### src/common/rss_pkg.sv
// Purpose: Constants and types for the reset, self-test and state recall controller
// Assumes: 40 MHz clock, relay image held in an external nonvolatile store
// Notes: Command decoding to opcodes is done upstream of this block
// What this block does
// - Reset restores relays from stored slot zero
// - Factory-blank slot zero opens every relay
// - Reset clears scan, include, exclude lists
// - Self-test query runs test, returns integer
// - Reply zero on pass, nonzero on fail
// - Codes: 1 ROM, 2 RAM, 3 NV, 4 timer
// - Any self-test failure pushes error entry
// - Error entry carries expected and actual detail
// - Reply withheld until test completes, thirty seconds
// - Recall slot argument lies in 0..100
// - Recall without argument uses slot 100
// - Recall reloads every relay state
// - Recall changes relay states only
package rss_pkg;
  // ----------------------------------------
  // Timing
  // ----------------------------------------
  localparam int CLK_HZ = 40_000_000;
  localparam int SELFTEST_SEC = 30;
  localparam longint SELFTEST_CYC = longint'(SELFTEST_SEC) * longint'(CLK_HZ);
  // ----------------------------------------
  // Slots and codes
  // ----------------------------------------
  localparam logic [6:0] SLOT_POWERON = 7'h00;
  localparam logic [6:0] SLOT_DEFAULT = 7'h64;
  localparam logic [6:0] SLOT_MAX = 7'h64;
  localparam logic [2:0] TST_PASS = 3'h0;
  localparam logic [2:0] TST_ROM = 3'h1;
  localparam logic [2:0] TST_RAM = 3'h2;
  localparam logic [2:0] TST_NVM = 3'h3;
  localparam logic [2:0] TST_TMR = 3'h4;
  localparam logic [2:0] ERR_SELFTEST = 3'h1;
  localparam logic [2:0] ERR_BADSLOT = 3'h2;
  // Reset values of trigger configuration
  localparam logic [1:0] TRIG_SRC_IMM = 2'h0;
  localparam logic [15:0] TRIG_COUNT_RST = 16'h0001;
  localparam logic [31:0] DELAY_RST = 32'h0000_0000;
  localparam logic [3:0] TRIG_OUT_NONE = 4'h0;
  typedef enum logic [2:0] {
    ST_IDLE = 3'b000,
    ST_LOAD = 3'b001,
    ST_COPY = 3'b010,
    ST_TEST = 3'b011,
    ST_REPLY = 3'b100
  } rss_state_t;
  typedef enum logic [1:0] {
    CMD_NONE = 2'b00,
    CMD_RESET = 2'b01,
    CMD_SELFTEST = 2'b10,
    CMD_RECALL = 2'b11
  } rss_cmd_t;
  // Command from the parser
  typedef struct packed {
    rss_cmd_t op;
    logic hasSlot;
    logic [7:0] slot;
  } rss_req_t;
  // One error queue entry
  typedef struct packed {
    logic [2:0] kind;
    logic [2:0] code;
    logic [15:0] addr;
    logic [15:0] expected;
    logic [15:0] actual;
  } rss_err_t;
  // Result of the hardware self-test engine
  typedef struct packed {
    logic [2:0] code;
    logic [15:0] addr;
    logic [15:0] expected;
    logic [15:0] actual;
  } rss_tres_t;
  // Configuration defaults after reset
  typedef struct packed {
    logic [1:0] trigSrc;
    logic [15:0] trigCount;
    logic [31:0] trigInDelay;
    logic [3:0] trigOutputLineSelect;
    logic [31:0] trigOutDelay;
    logic monitorOn;
    logic scanDefined;
    logic includeDefined;
    logic excludeDefined;
  } rss_cfg_t;
endpackage : rss_pkg

### src/core/rss_wait_timer.sv
// Purpose: Down-counter that holds the self-test reply for its full duration
// Assumes: start is a one-cycle pulse
// Notes: done pulses one cycle when the count expires
`timescale 1ns/10ps
module rss_wait_timer
  import rss_pkg::*;
#(
  parameter longint CYCLES = SELFTEST_CYC
) (
  // Clock and reset
  input wire logic clock,
  input wire logic rst_n,
  input wire logic clkEn,
  // Control
  input wire logic start,
  output logic busy,
  output logic done
);
  initial begin
    if (CYCLES < 2) begin
      $error("rss_wait_timer needs at least two cycles");
    end
  end
  logic [35:0] cnt_q;
  logic [35:0] cnt_d;
  logic expire;
  // Count loads on start and runs down to zero, expiring at one
  assign expire = busy && (cnt_q == 36'h0_0000_0001);
  assign cnt_d = start ? 36'(CYCLES) : (busy ? cnt_q - 36'h0_0000_0001 : cnt_q);
  always_ff @(posedge clock or negedge rst_n) begin
    if (!rst_n) begin
      cnt_q <= '0;
      done <= 1'b0;
    end else if (clkEn) begin
      cnt_q <= cnt_d;
      done <= expire && !start;
    end
  end
  assign busy = (cnt_q != '0);
endmodule : rss_wait_timer

### src/core/rss_controller.sv
// Purpose: Reset defaults, self-test query and relay state recall sequencing
// Assumes: Nonvolatile store answers a read one cycle after its strobe
// Notes: Relay image is moved word by word from the store to the driver latch
`timescale 1ns/10ps
module rss_controller
  import rss_pkg::*;
#(
  parameter int NUM_WORDS = 16,
  parameter longint TEST_CYCLES = SELFTEST_CYC
) (
  // Clock and reset
  input wire logic clock,
  input wire logic rst_n,
  input wire logic clkEn,
  // Command port from the parser
  input wire logic reqValid,
  input wire rss_req_t req,
  output logic reqReady,
  // Reply to the host
  output logic replyValid,
  output logic [2:0] replyCode,
  // Error queue push
  output logic errPush,
  output rss_err_t errEntry,
  // Configuration defaults
  output rss_cfg_t cfg,
  // Nonvolatile store
  output logic nvRead,
  output logic [6:0] nvSlot,
  output logic [7:0] nvWord,
  input wire logic [15:0] nvData,
  input wire logic nvBlank,
  // Relay drivers
  output logic relayWrite,
  output logic [7:0] relayWord,
  output logic [15:0] relayData,
  // Self-test engine
  output logic testStart,
  input wire logic testDone,
  input wire rss_tres_t testResult,
  input wire logic powerUpFail
);
  initial begin
    if (NUM_WORDS < 1 || NUM_WORDS > 256) begin
      $error("rss_controller NUM_WORDS must be 1 to 256");
    end
  end
  // ----------------------------------------
  // Helpers
  // ----------------------------------------
  function automatic logic slotOk(input logic [7:0] s);
    slotOk = (s <= {1'b0, SLOT_MAX});
  endfunction : slotOk
  // Engine codes beyond the documented set are folded onto the memory fault code
  function automatic logic [2:0] clampCode(input logic [2:0] c);
    clampCode = (c > TST_TMR) ? TST_RAM : c;
  endfunction : clampCode
  function automatic rss_cfg_t cfgDefault();
    rss_cfg_t c;
    c.trigSrc = TRIG_SRC_IMM;
    c.trigCount = TRIG_COUNT_RST;
    c.trigInDelay = DELAY_RST;
    c.trigOutputLineSelect = TRIG_OUT_NONE;
    c.trigOutDelay = DELAY_RST;
    c.monitorOn = 1'b0;
    c.scanDefined = 1'b0;
    c.includeDefined = 1'b0;
    c.excludeDefined = 1'b0;
    cfgDefault = c;
  endfunction : cfgDefault
  localparam logic [7:0] LAST_WORD = 8'(NUM_WORDS - 1);
  // ----------------------------------------
  // State
  // ----------------------------------------
  rss_state_t state_q;
  rss_state_t state_d;
  logic [7:0] word_q;
  logic [6:0] slot_q;
  logic boot_q;
  logic timerBusy;
  logic testSeen_q;
  rss_tres_t res_q;
  // Decode of the incoming request
  wire logic take = reqValid && reqReady;
  wire logic isReset = take && (req.op == CMD_RESET);
  wire logic isTest = take && (req.op == CMD_SELFTEST);
  wire logic isRecall = take && (req.op == CMD_RECALL);
  wire logic badSlot = isRecall && req.hasSlot && !slotOk(req.slot);
  wire logic [6:0] reqSlot = req.hasSlot ? req.slot[6:0] : SLOT_DEFAULT;
  wire logic lastWord = (word_q == LAST_WORD);
  wire logic testFinished = testSeen_q && !timerBusy;
  assign reqReady = (state_q == ST_IDLE) && !boot_q;
  // Next state of the sequencer
  always_comb begin
    state_d = state_q;
    case (state_q)
      ST_IDLE: begin
        if (boot_q || isReset) begin
          state_d = ST_LOAD;
        end else if (isRecall && !badSlot) begin
          state_d = ST_LOAD;
        end else if (isTest) begin
          state_d = ST_TEST;
        end
      end
      ST_LOAD: state_d = ST_COPY;
      ST_COPY: begin
        if (lastWord) begin
          state_d = ST_IDLE;
        end else begin
          state_d = ST_LOAD;
        end
      end
      ST_TEST: begin
        if (testFinished) begin
          state_d = ST_REPLY;
        end
      end
      ST_REPLY: state_d = ST_IDLE;
      default: state_d = ST_IDLE;
    endcase
  end
  // Sequencer registers
  always_ff @(posedge clock or negedge rst_n) begin
    if (!rst_n) begin
      state_q <= ST_IDLE;
      boot_q <= 1'b1;
    end else if (clkEn) begin
      state_q <= state_d;
      if (state_q == ST_IDLE) begin
        boot_q <= 1'b0;
      end
    end
  end
  // Slot latch: reset and boot use slot zero, recall its own slot
  always_ff @(posedge clock or negedge rst_n) begin
    if (!rst_n) begin
      slot_q <= SLOT_POWERON;
    end else if (clkEn && state_q == ST_IDLE) begin
      if (boot_q || isReset) begin
        slot_q <= SLOT_POWERON;
      end else if (isRecall) begin
        slot_q <= reqSlot;
      end
    end
  end
  // Word walk over the whole relay image
  always_ff @(posedge clock or negedge rst_n) begin
    if (!rst_n) begin
      word_q <= '0;
    end else if (clkEn) begin
      if (state_q == ST_IDLE) begin
        word_q <= '0;
      end else if (state_q == ST_COPY) begin
        word_q <= word_q + 8'h01;
      end
    end
  end
  assign nvRead = (state_q == ST_LOAD);
  assign nvSlot = slot_q;
  assign nvWord = word_q;
  // Relay write: blank slot zero opens every relay
  always_ff @(posedge clock or negedge rst_n) begin
    if (!rst_n) begin
      relayWrite <= 1'b0;
      relayWord <= '0;
      relayData <= '0;
    end else if (clkEn) begin
      relayWrite <= (state_q == ST_COPY);
      relayWord <= word_q;
      if (state_q == ST_COPY) begin
        relayData <= (nvBlank && slot_q == SLOT_POWERON) ? 16'h0000 : nvData;
      end
    end
  end
  // Configuration defaults; recall leaves these untouched
  always_ff @(posedge clock or negedge rst_n) begin
    if (!rst_n) begin
      cfg <= cfgDefault();
    end else if (clkEn && isReset) begin
      cfg <= cfgDefault();
    end
  end
  // Self-test: engine result is latched, reply waits for the timer
  assign testStart = isTest;
  always_ff @(posedge clock or negedge rst_n) begin
    if (!rst_n) begin
      testSeen_q <= 1'b0;
      res_q <= '0;
    end else if (clkEn) begin
      if (isTest) begin
        testSeen_q <= 1'b0;
      end else if (testDone && state_q == ST_TEST) begin
        testSeen_q <= 1'b1;
        res_q <= testResult;
      end
    end
  end
  rss_wait_timer #(
    .CYCLES(TEST_CYCLES)
  ) uTimer (
    .clock(clock),
    .rst_n(rst_n),
    .clkEn(clkEn),
    .start(isTest),
    .busy(timerBusy),
    .done()
  );
  // Code is clamped so only documented values leave the block
  wire logic [2:0] safeCode = clampCode(res_q.code);
  always_ff @(posedge clock or negedge rst_n) begin
    if (!rst_n) begin
      replyValid <= 1'b0;
      replyCode <= TST_PASS;
    end else if (clkEn) begin
      replyValid <= (state_q == ST_TEST) && testFinished;
      if ((state_q == ST_TEST) && testFinished) begin
        replyCode <= safeCode;
      end
    end
  end
  // Error queue push for failed tests and bad slots
  wire logic testFail = (state_q == ST_TEST) && testFinished && (safeCode != TST_PASS);
  wire logic bootFail = boot_q && powerUpFail;
  always_ff @(posedge clock or negedge rst_n) begin
    if (!rst_n) begin
      errPush <= 1'b0;
      errEntry <= '0;
    end else if (clkEn) begin
      errPush <= testFail || bootFail || badSlot;
      if (testFail) begin
        errEntry <= {ERR_SELFTEST, safeCode, res_q.addr, res_q.expected, res_q.actual};
      end else if (bootFail) begin
        // Power-up result is taken straight from the engine; res_q is still cleared
        errEntry <= {ERR_SELFTEST, clampCode(testResult.code), testResult.addr,
          testResult.expected, testResult.actual};
      end else if (badSlot) begin
        errEntry <= {ERR_BADSLOT, 3'h0, 8'h00, req.slot, 16'h0000, 16'h0000};
      end
    end
  end
  // ----------------------------------------
  // Assertions
  // ----------------------------------------
  AST_REPLY_CODES: assert property (@(posedge clock) disable iff (!rst_n)
    replyValid |-> replyCode <= TST_TMR) else $error("Self-test code out of range");
  AST_FAIL_ERR: assert property (@(posedge clock) disable iff (!rst_n)
    replyValid && replyCode != TST_PASS |-> errPush && errEntry.kind == ERR_SELFTEST)
    else $error("Failed self-test left no error entry");
  AST_NO_EARLY_REPLY: assert property (@(posedge clock) disable iff (!rst_n)
    replyValid |-> $past(!timerBusy)) else $error("Reply before test time elapsed");
  AST_BADSLOT_NOMOVE: assert property (@(posedge clock) disable iff (!rst_n)
    clkEn && badSlot |=> errPush && state_q == ST_IDLE) else $error("Bad slot not rejected");
  AST_DEFAULT_SLOT: assert property (@(posedge clock) disable iff (!rst_n)
    clkEn && isRecall && !req.hasSlot |=> slot_q == SLOT_DEFAULT)
    else $error("Recall default slot wrong");
  AST_RESET_SLOT0: assert property (@(posedge clock) disable iff (!rst_n)
    clkEn && isReset |=> slot_q == SLOT_POWERON && state_q == ST_LOAD)
    else $error("Reset did not restore slot zero");
  AST_BLANK_OPEN: assert property (@(posedge clock) disable iff (!rst_n)
    clkEn && state_q == ST_COPY && nvBlank && slot_q == SLOT_POWERON
    |=> relayWrite && relayData == 16'h0000) else $error("Blank slot zero did not open relays");
  AST_RESET_CFG: assert property (@(posedge clock) disable iff (!rst_n)
    clkEn && isReset |=> !cfg.scanDefined && !cfg.includeDefined && !cfg.excludeDefined)
    else $error("Lists survive reset");
  AST_RECALL_CFG: assert property (@(posedge clock) disable iff (!rst_n)
    clkEn && isRecall |=> $stable(cfg)) else $error("Recall changed configuration");
  AST_TRIG_CFG: assert property (@(posedge clock) disable iff (!rst_n)
    clkEn && isReset |=> cfg.trigCount == TRIG_COUNT_RST && !cfg.monitorOn)
    else $error("Trigger defaults not restored");
  AST_ONE_STROBE: assert property (@(posedge clock) disable iff (!rst_n)
    clkEn && nvRead |=> !nvRead) else $error("Store read strobe longer than one cycle");
  AST_COPY_WRITE: assert property (@(posedge clock) disable iff (!rst_n)
    clkEn && state_q == ST_COPY |=> relayWrite) else $error("Copied word not written");
  AST_BOOT_WALK: assert property (@(posedge clock) disable iff (!rst_n)
    clkEn && boot_q |=> state_q == ST_LOAD && slot_q == SLOT_POWERON)
    else $error("Boot did not start slot zero walk");
  AST_BOOT_ERR: assert property (@(posedge clock) disable iff (!rst_n)
    clkEn && boot_q && powerUpFail |=> errPush && errEntry.kind == ERR_SELFTEST)
    else $error("Power-up failure left no error entry");
  AST_REPLY_HELD: assert property (@(posedge clock) disable iff (!rst_n)
    clkEn && state_q == ST_TEST && timerBusy |=> !replyValid)
    else $error("Reply while hold timer running");
  AST_PASS_NO_ERR: assert property (@(posedge clock) disable iff (!rst_n)
    replyValid && replyCode == TST_PASS |-> !errPush)
    else $error("Passing self-test pushed an error");
  AST_RECALL_SLOT: assert property (@(posedge clock) disable iff (!rst_n)
    clkEn && isRecall && req.hasSlot && !badSlot |=> slot_q == $past(req.slot[6:0]))
    else $error("Recall slot not latched");
  AST_BADSLOT_ENTRY: assert property (@(posedge clock) disable iff (!rst_n)
    clkEn && badSlot |=> errEntry.kind == ERR_BADSLOT && errEntry.addr[7:0] == $past(req.slot))
    else $error("Bad slot entry wrong");
  AST_TEST_START: assert property (@(posedge clock) disable iff (!rst_n)
    clkEn && isTest |=> state_q == ST_TEST && timerBusy)
    else $error("Self-test not started");
endmodule : rss_controller

### config.mk
export PLATFORM = sky130hd
export DESIGN_NAME = rss_controller
export DESIGN_NICKNAME = d
export VERILOG_FILES = /design/src/common/rss_pkg.sv /design/src/core/rss_wait_timer.sv /design/src/core/rss_controller.sv
export SDC_FILE = /design/constraint.sdc
export NUM_CORES = 1
export LEC_CHECK = 0
export ABC_AREA = 1
export BUFFER_PORTS_ARGS = -buffer_cell sky130_fd_sc_hd__buf_2
export CAP_MARGIN = 10
export CORE_ASPECT_RATIO = 1.5
export CORE_MARGIN = 2
export CORE_UTILIZATION = 45
export CTS_CLUSTER_DIAMETER = 40
export CTS_CLUSTER_SIZE = 12
export DETAILED_ROUTE_END_ITERATION = 10
export GPL_ROUTABILITY_DRIVEN = 0
export PLACE_DENSITY = 0.73
export SLEW_MARGIN = 20
export SYNTH_ARGS = -nofsm -noshare
export SYNTH_HDL_FRONTEND = slang
export SYNTH_SLANG_ARGS = --single-unit
### constraint.sdc
create_clock -name clock -period 2.87 [get_ports clock]
set_clock_uncertainty 0.1 [all_clocks]
set_input_delay 0.861 -clock clock [delete_from_list [all_inputs] [get_ports clock]]
set_output_delay 0.861 -clock clock [all_outputs]
set_load 0.1 [all_outputs]
==> impl_metrics.toml <==
[grt]
grt_max_degree = 75
grt_antenna_before_repair = 3
grt_pass1_wl_um = 44700
grt_overflow = 0
first_global_vias = 8931
track_usage = 0.229

[yosys]
synth_top_flop_cell = "dfrtp_1"
ys_types = 40
synth_fa_ha_area_frac = 0.00358
syn_area_um2 = 10500
synthSimpleGateAreaFrac = 0.316
yosys.area_share.xor_xnor = 0.0150
yosysSeqAreaShare = 0.453
async_flop_share = 1.00
synth_top_family_by_area = "simple AND/OR/NAND/NOR gates"
synth_warnings = 0
synth.area.mux_share = 0
synth_edf_count = 0
synth-compound-area-share = 0.0774
syn_inst = 1387
synth-seq-cells = 190
synth.avg_cell_area_um2 = 7.57

[sta]
finalSetupViolations = 0
slew_violations = 0
slew_headroom = 0.379
tightest_slew_ns = 0.921
fin_crit_sh = 0.971
post-route-min-period_ns = 2.79
fmax_mhz = 359
hold_viol = 0

[critical_path]
path_cells = "nor2_4 > nand2_1 > nor3_2 > nand3_2 > inv_1 > buf_12"
crit_path_end_kind = "primary output"
worstSetupStartpoint = "state_q[2]$_DFFE_PN0P_"
path_buf_inv = 2
slowest_delay_ns = 0.46
cp-start-kind = "register"
r2r-start = "uTimer.cnt_q[0]$_DFFE_PN0P_"
crit_path_max_fanout = 4
required_ns = 1.91
cpMaxStageDelayCell = "dfrtp_1"
cp.depth = 6
cp.arrival_ns = 1.83
path_class = "register to primary output"
r2r_cells = 11
cp_top_family = "simple AND/OR/NAND/NOR gates"

[clock_tree]
cts-root-buf = "clkbuf_16"
post_cts.repair.setup_buffers = 0
clkSlewWorstSetupHoldPaths_ns = 0.07
postCtsHoldBufs = 0
clk_latency_ns = 0.44
cts.htree.levels = 4
numCtsBuffers = 17
tritoncts = "built"
clockBufferDepth = 2
cts_num_sinks = 190
cts_resized = 1

[floorplanning]
die_h_um = 191
rows = 68
die_x_um = 129
start_util = 0.457
ioPinCount = 277
core-area_um2 = 23000
dieArea_um2 = 24600

[layout]
multi_input_comb_area_um2 = 4710
final_cell_count_no_fill = 1844
fillers = 2256
seq_area_um2 = 4760
layout.nets = 1638
drive_gt1_frac = 0.182
stdcell_area_um2 = 12000
syn2layout_area_growth_pct = 14.4

[pwr]
p_leak_nw = 6.55
vdd_drop_max_mv = 0.724
p_per_area_nw_per_um2 = 1120

[drt]
drt-wirelength-per-cell_um = 15.0
route.detailed.drc = 0
ant_nets = 0
viasPerCell = 5.10
drt-total-wl_um = 27700
dr.pass1.iters = 5
drt_iter0_markers = 761
vias = 9398

[worst_hold_path]
min_path_type = "primary input to asynchronous set/reset pin"

[run_status]
status = "completed"

[job]
drv_cap = 0

[placement]
place_inst = 1811
placement.io_buffers = 185
place_area_um2 = 11400
hpwl_um = 19300
## sequential cells by signal, indices dropped and copies added, names as in the netlist, 3 cells and up
name	count
nvWord	8
res_q	51
nvSlot	7
uTimer.cnt_q	36
relayData	16
errEntry	53
relayWord	8
state_q	3
replyCode	3
## layout make-up
class,count,area share
multi-input cells,1023,0.392
clock inverters,15,0.0127
well taps,280,0.0292
flip-flops and latches,190,0.396
inverters,105,0.0328
repair buffers,213,0.102
clock buffers,17,0.0354
diodes,1,0.000208
## per-layer routing
metal  global-route usage  wire length (um)
met5                    0                13
met4                0.112              1100
met3               0.0467              1530
met2                0.394             14000
met1                0.269             11000
## through the flow
step           hold slack (ns)  power, mW  setup TNS, ns  utilization  worst slack (ns)
2_1_floorplan            0.349       9.84              0            -             0.118
3_3_place_gp             0.354       11.0              0        0.497             0.204
3_5_place_dp             0.360       11.1              0        0.497             0.157
4_1_cts                  0.337       13.4              0        0.522           0.00654
5_1_grt                  0.356       14.1        -0.0765        0.523           -0.0765
6_report                 0.312       13.4              0        0.523            0.0837
## path summary, 6_finish.rpt
path | slack, ns | to
worst max-delay path | 0.08 | testStart
worst min-delay path | 0.31 | errEntry[22]$_DFFE_PN0P_
worst max register to register | 0.40 | uTimer.cnt_q[13]$_DFFE_PN0P_
worst min register to register | 0.38 | relayWord[4]$_DFFE_PN0P_
max in group asynchronous | 1.64 | uTimer.cnt_q[14]$_DFFE_PN0P_
min in group clock | 0.38 | relayWord[4]$_DFFE_PN0P_
## report_power, final
part	switching [mW]	leakage (nW)	internal (mW)	total, mW
sequential	0.687	2.41	3.63	4.32
combinational	5.64	3.86	1.11	6.74
clock	1.11	0.277	1.23	2.34
## logic make-up (layout without fill, tap and decap cells)
kind of cell,Yosys count,after routing
buf+inv,263,350
fa+ha+maj,3,3
flops,190,190
compound gates,153,153
xor+xnor,18,18
simple gates,758,758
other cells,2,92
## synthesized netlist by cell type, types with 4 or more instances
library cell  number  area [um2]
clkbuf_1          37         139
buf_2             19        95.1
a21oi_1           13        65.1
buf_6              5        56.3
nand3_1           85         425
o21ai_0          123         616
nor3_1            10        50.1
inv_1            102         383
nor2_1           118         443
xnor2_1            4        35.0
nand2_1          445        1670
nor2_2             9        56.3
o31ai_1            9        67.6
dfrtp_1          189        4730
nand4_1           67         419
nor2_4             5        56.3
xor2_1            14         123
buf_4             96         721
## cell usage in the layout, fill, tap and decap left out, types with 3 or more instances in the layout
cell type	n
a21oi_1	13
buf_12	6
buf_2	183
buf_4	23
clkbuf_16	17
clkinv_4	3
clkinvlp_4	3
conb_1	91
dfrtp_1	189
ha_1	3
inv_1	101
inv_2	4
inv_6	4
inv_8	3
nand2_1	443
nand3_1	84
nand3b_1	3
nand4_1	67
nor2_1	118
nor2_2	9
nor2_4	5
nor3_1	7
nor3_2	5
o21ai_0	123
o31ai_1	9
or2_2	3
xnor2_1	4
xor2_1	14
(Power assumes the default switching activity.)
